`src/hw/gpio_remap_pkg.sv`:
```
// Shared constants and types for the GPIO port with remappable pins.
// Assumes an APB master with 32-bit data and byte addresses.
package gpio_remap_pkg;

   // Register byte offsets
   localparam logic [7:0] DIR_OFS      = 8'h00;
   localparam logic [7:0] LAT_OFS      = 8'h04;
   localparam logic [7:0] LEVEL_OFS    = 8'h08;
   localparam logic [7:0] SPI_SEL_OFS  = 8'h0C;
   localparam logic [7:0] OSEL_89_OFS  = 8'h10;
   localparam logic [7:0] OSEL_AB_OFS  = 8'h14;

   // Select field layout
   localparam int unsigned SEL_W      = 5;
   localparam int unsigned HI_LSB     = 8;
   localparam int unsigned LO_LSB     = 0;

   // Select encodings and reset values
   localparam logic [4:0] SEL_GROUND   = 5'h1F;
   localparam logic [4:0] SEL_LAST_PIN = 5'h19;
   localparam logic [4:0] IN_SEL_RST   = 5'h1F;
   localparam logic [4:0] OUT_SEL_RST  = 5'h00;
   localparam logic [4:0] OUT_SEL_NONE = 5'h00;

   // Pins that own an output-select field
   localparam int unsigned OSEL_PIN8  = 8;
   localparam int unsigned OSEL_PIN9  = 9;
   localparam int unsigned OSEL_PIN10 = 10;
   localparam int unsigned OSEL_PIN11 = 11;

   // Data and enable of one pin driver
   typedef struct packed {
      logic data;
      logic oe;
   } pin_drive_t;

   // Input code names a real remappable pin
   function automatic logic sel_is_pin(input logic [4:0] sel);
      return (sel <= SEL_LAST_PIN);
   endfunction

endpackage

```
`src/hw/gpio_remap_port.sv`:
```
// Overview of operation
// - Active peripheral disables port driver, pin readable
// - Idle enabled peripheral lets port drive
// - Mux pair picks peripheral or port
// - Port output never loops into peripherals
// - Direction one means input
// - All pins inputs after reset
// - Latch reads latch, writes latch
// - Level reads pins, writes latch
// - Absent bits read zero everywhere
// - Input-only sharing leaves port sole driver
// - Pins 10/11 selects absent on small variant
// - Unused select bits read zero
//
// Top level: GPIO port registers, pin ownership and pin remap.
// Assumes an APB master on sys_clk_i and pins synchronous to it.
//
// Decided for this implementation: the placing of the registers and register access over APB.
`timescale 1ns/1ps
module gpio_remap_port
   import gpio_remap_pkg::*;
#(
   parameter int unsigned          PORT_W   = 26,
   parameter int unsigned          FUNC_N   = 32,
   parameter logic [PORT_W-1:0]    IMPL     = '1,
   parameter bit                   HAS_PIN_AB = 1'b1
)(
   input  wire logic                sys_clk_i,
   input  wire logic                reset_n_i,
   input  wire logic                clk_en_i,
   input  wire logic                psel_i,
   input  wire logic                penable_i,
   input  wire logic                pwrite_i,
   input  wire logic [7:0]          paddr_i,
   input  wire logic [31:0]         pwdata_i,
   output logic [31:0]              prdata_o,
   output logic                     pready_o,
   output logic                     pslverr_o,
   input  wire logic [PORT_W-1:0]   pin_in_i,
   output logic [PORT_W-1:0]        pin_out_o,
   output logic [PORT_W-1:0]        pin_oe_o,
   input  wire logic [PORT_W-1:0]   periph_enable_i,
   input  wire logic [PORT_W-1:0]   periph_oe_i,
   input  wire logic [PORT_W-1:0]   periph_data_i,
   input  wire logic [FUNC_N-1:0]   func_data_i,
   input  wire logic [FUNC_N-1:0]   func_oe_i,
   output logic [PORT_W-1:0]        periph_in_o,
   output logic                     spi_clock_input_o,
   output logic                     spi_data_input_o
);
   import gpio_remap_pkg::*;

   // Port state
   logic [PORT_W-1:0] pin_direction_reg;   // One means input
   logic [PORT_W-1:0] output_latch_reg;    // Written latch value
   logic [PORT_W-1:0] pin_level_reg;       // Sampled pin states

   // Select fields
   logic [4:0] spi_clock_in_select;
   logic [4:0] spi_data_in_select;
   logic [4:0] remap_pin8_out_select;
   logic [4:0] remap_pin9_out_select;
   logic [4:0] remap_pin10_out_select;
   logic [4:0] remap_pin11_out_select;

   // Bus phases
   logic setup_w;     // First cycle of a transfer
   logic wr_w;        // Write takes effect this edge
   logic [31:0] rd_next;
   logic        err_next;

   // Ownership view
   pin_drive_t periph_w [PORT_W];
   pin_drive_t pin_w    [PORT_W];
   logic [PORT_W-1:0] port_drv_w;
   logic [PORT_W-1:0] remap_own_w;

   // Frozen clock enable stalls the bus too
   assign pready_o = clk_en_i;
   assign setup_w  = psel_i & ~penable_i;
   assign wr_w     = psel_i & penable_i & pwrite_i & clk_en_i;

   // Two five-bit fields packed into one word
   function automatic logic [31:0] pack_sel(input logic [4:0] hi, input logic [4:0] lo);
      logic [31:0] v;
      v = 32'h0000_0000;
      v[HI_LSB +: SEL_W] = hi;
      v[LO_LSB +: SEL_W] = lo;
      return v;
   endfunction

   // Peripheral function driving a remapped pin
   function automatic pin_drive_t func_pick(input logic [4:0] sel);
      pin_drive_t d;
      d.data = 1'b0;
      d.oe   = 1'b0;
      if (sel != OUT_SEL_NONE && 32'(sel) < FUNC_N)
      begin
         d.data = func_data_i[sel];
         d.oe   = func_oe_i[sel];
      end
      return d;
   endfunction

   // Ownership flag alone; avoids selecting a member of a call result
   function automatic logic func_owns(input logic [4:0] sel);
      pin_drive_t d;
      d = func_pick(sel);
      return d.oe;
   endfunction

   // Direction register
   always_ff @(posedge sys_clk_i or negedge reset_n_i)
   begin
      if (!reset_n_i)
         pin_direction_reg <= '1;
      else if (wr_w && paddr_i == DIR_OFS)
         pin_direction_reg <= pwdata_i[PORT_W-1:0];
   end

   // Latch written through either latch or level address
   always_ff @(posedge sys_clk_i or negedge reset_n_i)
   begin
      if (!reset_n_i)
         output_latch_reg <= '0;
      else if (wr_w && (paddr_i == LAT_OFS || paddr_i == LEVEL_OFS))
         output_latch_reg <= pwdata_i[PORT_W-1:0];
   end

   // Pin sampling, absent pins held at zero
   always_ff @(posedge sys_clk_i or negedge reset_n_i)
   begin
      if (!reset_n_i)
         pin_level_reg <= '0;
      else if (clk_en_i)
         pin_level_reg <= pin_in_i & IMPL;
   end

   // Input select fields
   always_ff @(posedge sys_clk_i or negedge reset_n_i)
   begin
      if (!reset_n_i)
      begin
         spi_clock_in_select <= IN_SEL_RST;
         spi_data_in_select  <= IN_SEL_RST;
      end
      else if (wr_w && paddr_i == SPI_SEL_OFS)
      begin
         spi_clock_in_select <= pwdata_i[HI_LSB +: SEL_W];
         spi_data_in_select  <= pwdata_i[LO_LSB +: SEL_W];
      end
   end

   // Output select fields for pins 8 and 9
   always_ff @(posedge sys_clk_i or negedge reset_n_i)
   begin
      if (!reset_n_i)
      begin
         remap_pin9_out_select <= OUT_SEL_RST;
         remap_pin8_out_select <= OUT_SEL_RST;
      end
      else if (wr_w && paddr_i == OSEL_89_OFS)
      begin
         remap_pin9_out_select <= pwdata_i[HI_LSB +: SEL_W];
         remap_pin8_out_select <= pwdata_i[LO_LSB +: SEL_W];
      end
   end

   // Pins 10 and 11 fields; writes dropped on the small variant
   always_ff @(posedge sys_clk_i or negedge reset_n_i)
   begin
      if (!reset_n_i)
      begin
         remap_pin11_out_select <= OUT_SEL_RST;
         remap_pin10_out_select <= OUT_SEL_RST;
      end
      else if (wr_w && paddr_i == OSEL_AB_OFS && HAS_PIN_AB)
      begin
         remap_pin11_out_select <= pwdata_i[HI_LSB +: SEL_W];
         remap_pin10_out_select <= pwdata_i[LO_LSB +: SEL_W];
      end
   end

   // Read data chosen in setup, absent bits masked
   always_comb
   begin
      rd_next  = 32'h0000_0000;
      err_next = 1'b0;
      unique case (paddr_i)
         DIR_OFS:     rd_next = 32'(pin_direction_reg & IMPL);
         LAT_OFS:     rd_next = 32'(output_latch_reg & IMPL);
         LEVEL_OFS:   rd_next = 32'(pin_level_reg);
         SPI_SEL_OFS: rd_next = pack_sel(spi_clock_in_select, spi_data_in_select);
         OSEL_89_OFS: rd_next = pack_sel(remap_pin9_out_select, remap_pin8_out_select);
         OSEL_AB_OFS: rd_next = pack_sel(remap_pin11_out_select, remap_pin10_out_select);
         // Unmapped address reads zero with an error
         default:     err_next = 1'b1;
      endcase
   end

   // Answer registered at setup, stands through access
   always_ff @(posedge sys_clk_i or negedge reset_n_i)
   begin
      if (!reset_n_i)
      begin
         prdata_o  <= 32'h0000_0000;
         pslverr_o <= 1'b0;
      end
      else if (clk_en_i && setup_w)
      begin
         prdata_o  <= pwrite_i ? 32'h0000_0000 : rd_next;
         pslverr_o <= err_next;
      end
   end

   // Peripheral drive requests per pin
   always_comb
   begin
      for (int i = 0; i < PORT_W; i++)
      begin
         // Enabled and driving peripheral claims the pin
         periph_w[i].data = periph_data_i[i];
         periph_w[i].oe   = periph_enable_i[i] & periph_oe_i[i] & IMPL[i];
      end
      // Remapped functions override the fixed peripheral
      if (PORT_W > OSEL_PIN11)
      begin
         if (remap_own_w[OSEL_PIN8])
            periph_w[OSEL_PIN8] = func_pick(remap_pin8_out_select);
         if (remap_own_w[OSEL_PIN9])
            periph_w[OSEL_PIN9] = func_pick(remap_pin9_out_select);
         if (remap_own_w[OSEL_PIN10])
            periph_w[OSEL_PIN10] = func_pick(remap_pin10_out_select);
         if (remap_own_w[OSEL_PIN11])
            periph_w[OSEL_PIN11] = func_pick(remap_pin11_out_select);
      end
   end

   // Pins whose output select names a function that is driving its output enable
   always_comb
   begin
      remap_own_w = '0;
      if (PORT_W > OSEL_PIN11)
      begin
         remap_own_w[OSEL_PIN8]  = func_owns(remap_pin8_out_select);
         remap_own_w[OSEL_PIN9]  = func_owns(remap_pin9_out_select);
         remap_own_w[OSEL_PIN10] = func_owns(remap_pin10_out_select);
         remap_own_w[OSEL_PIN11] = func_owns(remap_pin11_out_select);
      end
   end

   // Ownership multiplexers
   pin_owner_mux #(
      .W           (PORT_W)
   ) owner_mux (
      .dir_i       (pin_direction_reg),
      .lat_i       (output_latch_reg),
      .impl_i      (IMPL),
      .periph_i    (periph_w),
      .pin_level_i (pin_level_reg),
      .pin_o       (pin_w),
      .port_drv_o  (port_drv_w),
      .periph_in_o (periph_in_o)
   );

   // Flatten pin drivers onto ports
   always_comb
   begin
      for (int i = 0; i < PORT_W; i++)
      begin
         pin_out_o[i] = pin_w[i].data;
         pin_oe_o[i]  = pin_w[i].oe;
      end
   end

   // Input-only functions only listen; port stays the driver
   remap_input_select #(
      .W      (PORT_W)
   ) clock_select (
      .sel_i  (spi_clock_in_select),
      .pins_i (periph_in_o),
      .in_o   (spi_clock_input_o)
   );

   remap_input_select #(
      .W      (PORT_W)
   ) data_select (
      .sel_i  (spi_data_in_select),
      .pins_i (periph_in_o),
      .in_o   (spi_data_input_o)
   );
endmodule

```
`src/hw/pin_owner_mux.sv`:
```
// Per-pin ownership multiplexer between peripheral and port.
// Assumes peripheral drive requests are already qualified by enable.
`timescale 1ns/1ps
module pin_owner_mux
   import gpio_remap_pkg::*;
#(
   parameter int unsigned W = 26
)(
   input  wire logic [W-1:0] dir_i,
   input  wire logic [W-1:0] lat_i,
   input  wire logic [W-1:0] impl_i,
   input  wire pin_drive_t   periph_i [W],
   input  wire logic [W-1:0] pin_level_i,
   output pin_drive_t        pin_o    [W],
   output logic [W-1:0]      port_drv_o,
   output logic [W-1:0]      periph_in_o
);
   // One mux pair per pin
   always_comb
   begin
      for (int i = 0; i < W; i++)
      begin
         // Port drives only an output bit that exists, not owned
         port_drv_o[i] = impl_i[i] & ~dir_i[i] & ~periph_i[i].oe;
         // Peripheral wins data and enable while driving
         pin_o[i].data = periph_i[i].oe ? periph_i[i].data : lat_i[i];
         pin_o[i].oe   = periph_i[i].oe | port_drv_o[i];
         // Own port output never reaches a peripheral input
         periph_in_o[i] = pin_level_i[i] & ~port_drv_o[i];
      end
   end
endmodule

```
`src/hw/remap_input_select.sv`:
```
// Routes one remappable pin onto one peripheral input.
// Assumes pin views are already free of port loop-through.
`timescale 1ns/1ps
module remap_input_select
   import gpio_remap_pkg::*;
#(
   parameter int unsigned W = 26
)(
   input  wire logic [4:0]   sel_i,
   input  wire logic [W-1:0] pins_i,
   output logic              in_o
);
   // Ground, reserved and absent pins all give a low input
   always_comb
   begin
      in_o = 1'b0;
      if (sel_is_pin(sel_i) && (32'(sel_i) < W))
      begin
         in_o = pins_i[sel_i];
      end
   end
endmodule

```
`config.mk`:
```
export PLATFORM = sky130hd
export DESIGN_NAME = gpio_remap_port
export DESIGN_NICKNAME = d
export VERILOG_FILES = /design/src/hw/gpio_remap_pkg.sv /design/src/hw/gpio_remap_port.sv /design/src/hw/pin_owner_mux.sv /design/src/hw/remap_input_select.sv
export SDC_FILE = /design/constraint.sdc
export NUM_CORES = 1
export LEC_CHECK = 0
export BUFFER_PORTS_ARGS = -buffer_cell sky130_fd_sc_hd__buf_2
export CAP_MARGIN = 20
export CORE_MARGIN = 2
export CORE_UTILIZATION = 45
export DETAILED_ROUTE_END_ITERATION = 6
export PLACE_DENSITY = 0.76
export SYNTH_ARGS = -nofsm -noshare
export SYNTH_HDL_FRONTEND = slang
export SYNTH_SLANG_ARGS = --single-unit
```
`constraint.sdc`:
```
create_clock -name sys_clk_i -period 8.7 [get_ports sys_clk_i]
set_input_delay 1.74 -clock sys_clk_i [delete_from_list [all_inputs] [get_ports sys_clk_i]]
set_output_delay 1.74 -clock sys_clk_i [all_outputs]
set_load 0.05 [all_outputs]
```
======== Yosys cells after proc, flatten, opt, wreduce, memory -nomap -nowiden ========
Cells that the tools add are included.
word-level totals
  input port bits ......................... 214
  word-level logic and storage cells ...... 287
  output and inout bits ................... 114
  register bits ........................... 141
operators by class
  equal/unequal tests ..................... 5
  reduce and logical (&&, ||, !) cells .... 15
  bitwise operators ....................... 187
  muxes and demuxes ....................... 59
  magnitude comparators ................... 10
operators with widths
  operator                                                                      count
  26-bit case mux with 6 select lines                                           1
  1-bit bitwise AND                                                             82
  1-bit inverter                                                                79
  1-bit binary-select mux with 5-bit select                                     10
  1-bit 2-to-1 mux                                                              39
  5-bit by 6-bit less-than comparator with 1-bit output, second input constant  6
  32-bit 2-to-1 mux                                                             1
  1-bit bitwise OR                                                              26
  5-bit nonzero test                                                            4
  8-bit by 4-bit == test with 1-bit output, second input constant               2
  8-bit by 5-bit == test with 1-bit output, second input constant               2
  2-bit 2-to-1 mux                                                              8
  5-bit less-or-equal comparator, second input constant                         2
  5-bit less-than comparator, second input constant                             2
  8-bit by 3-bit == test with 1-bit output, second input constant               1
  1-bit logical AND                                                             8
  8-bit zero test                                                               1
  6-bit OR reduction                                                            1
  1-bit logical OR                                                              1

======== Longest topological paths before layout ========
  depth in word-level cells ............... 11
  mapped depth ............................ 9
  gate-level depth less buffers ........... 7

======== Cells and area by module ========
A second synthesis with hierarchy kept.
unflattened totals
  cells, all modules ...................... 863
  area, all modules ....................... 9997.1 um^2
modules (own cells, without submodules)
  module              area each (um^2)  cells an instance  times used
  gpio_remap_port     8313.0            695                1
  pin_owner_mux       1203.7            130                1
  remap_input_select  240.2             19                 2

======== Worst setup path before layout ========
No wires, ideal clock.
  kind .................................... input to output
  start ................................... input port func_oe_i[25]
  end ..................................... output port spi_clock_input_o
  slack ................................... 2.142 ns
  buffers on the path ..................... 0
  stages .................................. 7
  data required time ...................... 6.960 ns
  arrival time ............................ 4.818 ns
  cells stage by stage .................... mux4_2 mux2_2 a2bb2oi_1 o21ai_0 a21boi_1 mux2i_1 a311oi_1
on the way
  longest elaborated chain between the ends .. 11
  elaborated cells between the ends (all ways) .. 35
  classes of those cells .................. 19 x mux; 16 x bitwise
ends and longest elaborated chain
  item                                       line                      source
  start: declaration                         gpio_remap_port.sv:46     input wire logic [FUNC_N-1:0] func_oe_i,
  1-bit binary-select mux with 5-bit select  gpio_remap_port.sv:100    d.oe = func_oe_i[sel];
  1-bit 2-to-1 mux (implied by the code)     gpio_remap_port.sv:100
  2-bit 2-to-1 mux                           gpio_remap_port.sv:97     if (sel != OUT_SEL_NONE && 32'(sel) < FUNC_N)
  2-bit 2-to-1 mux                           gpio_remap_port.sv:234    if (remap_own_w[OSEL_PIN11])
  1-bit inverter                             pin_owner_mux.sv:24       port_drv_o[i] = impl_i[i] & ~dir_i[i] & ~periph_i[i].oe;
  1-bit bitwise AND                          pin_owner_mux.sv:24
  1-bit inverter                             pin_owner_mux.sv:29       periph_in_o[i] = pin_level_i[i] & ~port_drv_o[i];
  1-bit bitwise AND                          pin_owner_mux.sv:29
  net periph_in_o[11]                        gpio_remap_port.sv:47     output logic [PORT_W-1:0] periph_in_o,
  1-bit binary-select mux with 5-bit select  remap_input_select.sv:19  in_o = pins_i[sel_i];
  1-bit 2-to-1 mux (implied by the code)     remap_input_select.sv:19
  1-bit 2-to-1 mux                           remap_input_select.sv:17  if (sel_is_pin(sel_i) && (32'(sel_i) < W))
  end: declaration                           gpio_remap_port.sv:48     output logic spi_clock_input_o,
The timed path passes the listed nets, and every way through them passes these cells. The select of a mux whose other input is x is not followed.

======== Final worst setup path ========
  start ................................... input port func_oe_i[4]
  end ..................................... output port spi_clock_input_o
on the way
  longest elaborated chain between the ends .. 11
  elaborated cells between the ends (all ways) .. 35
  classes of those cells .................. 19 x mux; 16 x bitwise
ends and longest elaborated chain
  item                                           line
  1-bit binary-select mux with 5-bit select      gpio_remap_port.sv:100
  1-bit 2-to-1 mux (implied by the code)         gpio_remap_port.sv:100
  2-bit 2-to-1 mux                               gpio_remap_port.sv:97
  2-bit 2-to-1 mux, on equally long branches     n/a
  1-bit inverter                                 pin_owner_mux.sv:24
  1-bit bitwise AND                              pin_owner_mux.sv:24
  1-bit inverter                                 pin_owner_mux.sv:29
  1-bit bitwise AND                              pin_owner_mux.sv:29
  1-bit binary-select mux with 5-bit select (*)  remap_input_select.sv:19
  1-bit 2-to-1 mux (implied by the code) (*)     remap_input_select.sv:19
  1-bit 2-to-1 mux (*)                           remap_input_select.sv:17
Mark *: on every way between the ends. The rest lies on a longest branch, timed or not. The select of a mux whose other input is x is not followed.

==> flow_summary_export.csv <==
group,metric,value,unit
clock_network,cts_sinks,135,
yosys,syn_inst,786,
timing,max_slew_margin,32.7,%
timing,fin_crit_sh,69.1,%
place,gp_congestion,0.946,
floorplanning,die_y,148,µm
floorplanning,io-pin-count,328,
place,dp_hpwl,22200,µm
critical_path,path_max_fanout,4,
power,vdd_drop_max,0.127,mV
routing,drt_wl_total,30200,µm
power,seqPwrFrac,39.8,%
clock_network,cts_tree,"yes",
critical_path,critPathKind,"in -> out",
routing,avgRoutedWirePerCell,22.3,µm
timing,finalHoldViolCount,0,
yosys,syn_area_per_cell,11.8,µm²
power,p_sw,436,µW
yosys,synth_area_leaders,"dfrtp_1, mux2_2, mux4_2, dfstp_2, mux2i_1",
clock_network,ctsHoldBuffers,0,
worst_hold_path,hold_path.class,"reg -> reg",
clock_network,ctsResizeCount,0,
critical_path,crit_chain,"buf_2 > mux4_2 > nor2b_1 > o31ai_1 > o21ai_0 > a21boi_1 > mux2i_1 > a311oi_1 > buf_2",
routing,ant_nets,0,
yosys,yosysUniqueCellTypes,53,
power,power.internal,1240,µW
cells_and_area,drive_gt1_share,54.7,%
floorplanning,die-area,0.0218,mm²
critical_path,worst-path-buf-inv,2,
clock_network,clk_latency,0.41,ns
routing,viasPerCell,5.97,
power,combinationalPowerShare,15.8,%
critical_path,worstPathArrival,4.27,ns
yosys,ys_ff_latch,135,
clock_network,post-cts-setup-buffers,0,
clock_network,cts.root.buffer_cell,"clkbuf_16",
clock_network,clkTransAtPathRegs,0.06,ns
power,p_clk_share,44.5,%
cells_and_area,final_core_util,57.5,%
critical_path,cp-end-kind,"output port",
clock_network,numCtsBuffers,17,
timing,tightest_slew,1.01,ns
timing,max_freq,0.166,GHz
critical_path,required,6.96,ns
global_routing,grt_pass1_vias,8021,
cells_and_area,nFillCells,1738,
routing,drc,0,
critical_path,crit_family,"compound AO/OA/AOI/OAI gates",
cells_and_area,multi_input_area,0.00553,mm²
clock_network,h-tree-depth,4,
yosys,ys_warn_count,0,
routing,drtIter0Drc,673,
cells_and_area,final_cell_mix,"buf_2, mux2_2, dfrtp_1",
global_routing,grt_antenna_before_repair,2,
floorplanning,initial_core_util,46.0,%
power,powerDensity,144,mW/mm²
timing,finalMaxSlewViolations,0,
floorplanning,core,0.0202,mm²
yosys,synthArstFlopShare,100,%
critical_path,worst_path_max_delay_cell,"o31ai_1",
critical_path,slowest_delay,0.47,ns
cells_and_area,nNetsFinal,1284,
yosys,ys.flop_type,"dfrtp_1",
yosys,synth_top_area_cell,"dfrtp_1",
global_routing,grt_pass1_wl,45800,µm
timing,layout_min_cycle_time,6.01,ns
cells_and_area,n_antenna_cell,0,
routing,first_pass_iters,7,
routing,vias,8071,
critical_path,cpMostUsedCell,"buf_2",
place,portBuffers,314,
global_routing,grtUsageTotal,27.4,%
yosys,synth_edf_count,0,
critical_path,startpoint_type,"input port",
timing,rsz0062_at_grt,"no",
timing,setup-violations-final,0,
run_status,status,"complete, no violations",
global_routing,grt_start_max_net_pins,80,
yosys,yosysSeqAreaShare,36.8,%
floorplanning,placementRows,52,
cells_and_area,final_common_cell,"buf_2",
power,switching_share,26.1,%
job,maxCapViolCount,0,
power,leakagePower,0.00523,µW
yosys,syn_area,0.00930,mm²
timing,tns,0,ns
cells_and_area,syn_to_final_growth,25.2,%
yosys,synth.top_cell.area_share,26.6,%
cells_and_area,ff_latch_area,0.00342,mm²
global_routing,overflow,0,
timing,fin_worst_skew,0.0100,ns
floorplanning,die_x,148,µm
clock_network,clk_path_buf_depth,2,
## logic make-up (layout without fill, tap and decap cells)
family / count (synthesis) / after routing / synth area share (%)
muxes: 239 / 239 / 37.8
AOI/OAI and AO/OA: 172 / 172 / 12.5
and+or+nand+nor: 154 / 154 / 8.72
DFF: 135 / 135 / 36.8
buffers and inverters: 85 / 377 / 4.05
other: 1 / 6 / 0.0403
## worst reg2reg max path: stages, from the launching register on
cell and delay [ns]:
dfrtp_1 0.74, a22o_1 0.39, a221o_1 0.37, a22o_1 0.21
## layout make-up
| cell class | count | share of cell area [%] |
|---|---|---|
| tap | 270 | 2.90 |
| sequential | 135 | 29.4 |
| clock inverter | 8 | 1.03 |
| clock buffer | 24 | 4.22 |
| inverter | 20 | 0.645 |
| timing repair buffer | 325 | 14.3 |
| multi-input combinational | 571 | 47.5 |
## final timing paths
path,start,end,slack (ns),cells after the start
max in group asynchronous,reset_n_i,output_latch_reg[19],6.13,2
max reg2reg,remap_pin8_out_select[0],prdata_o[0],6.89,3
min,prdata_o[6],prdata_o[6],0.48,2
min in group asynchronous,reset_n_i,prdata_o[6],1.34,1
min reg2reg,prdata_o[6],prdata_o[6],0.48,2
max,func_oe_i[4],spi_clock_input_o,2.69,9
## metrics by stage
stage          setup slack, ns  total power (µW)  area [µm²]  std cells  hold slack, ns
2_1_floorplan             2.14               829        9320        791           0.496
3_3_place_gp              2.73               932       11000       1321           0.458
3_5_place_dp              2.72               937       11000       1321           0.469
4_1_cts                   2.71              1680       11600       1353           0.483
5_1_grt                   2.59              1730       11600       1353           0.518
6_report                  2.69              1670       11600       1353           0.476
## per-layer routing
metal,part of all wire (%),wire length [µm],vias to the layer above,GRT usage (%)
met5,0.090,27,-,0
met3,7.6,2280,71,5.46
met1,42,12600,3991,37.7
li1,-,-,3592,-
met4,2.7,821,4,8.17
met2,48,14400,413,44.2
## power groups by stage
stage	Sequential, µW	Clock, µW	Combinational, µW
4_1_cts	665	752	263
2_1_floorplan	670	0	159
3_5_place_dp	675	0	262
6_report	665	744	264
3_3_place_gp	674	0	257
5_1_grt	667	784	281
## Yosys cell counts, types with 2 or more instances
master and n:
a31oi_1 5, dfstp_2 36, buf_1 9, nor4b_1 2, o31ai_1 2, o211ai_1 3, nand3_1 8, nor3_1 4
a2bb2oi_1 2, a221oi_1 2, buf_2 13, nand3b_1 4, a221o_1 10, inv_1 20, o32ai_1 2, and2_1 24
nor2_1 13, a21oi_1 32, clkbuf_1 33, a311oi_1 2, a22o_1 35, dfrtp_1 99, nand2_1 53, a211oi_1 3
and3_1 3, nor2b_1 9, mux4_2 64, mux4_1 10, o21a_1 9, buf_4 9, o21ai_0 55, mux2_2 131
a22oi_1 2, nand2b_1 26, mux2i_1 34
Power figures use the tool's default switching activity.
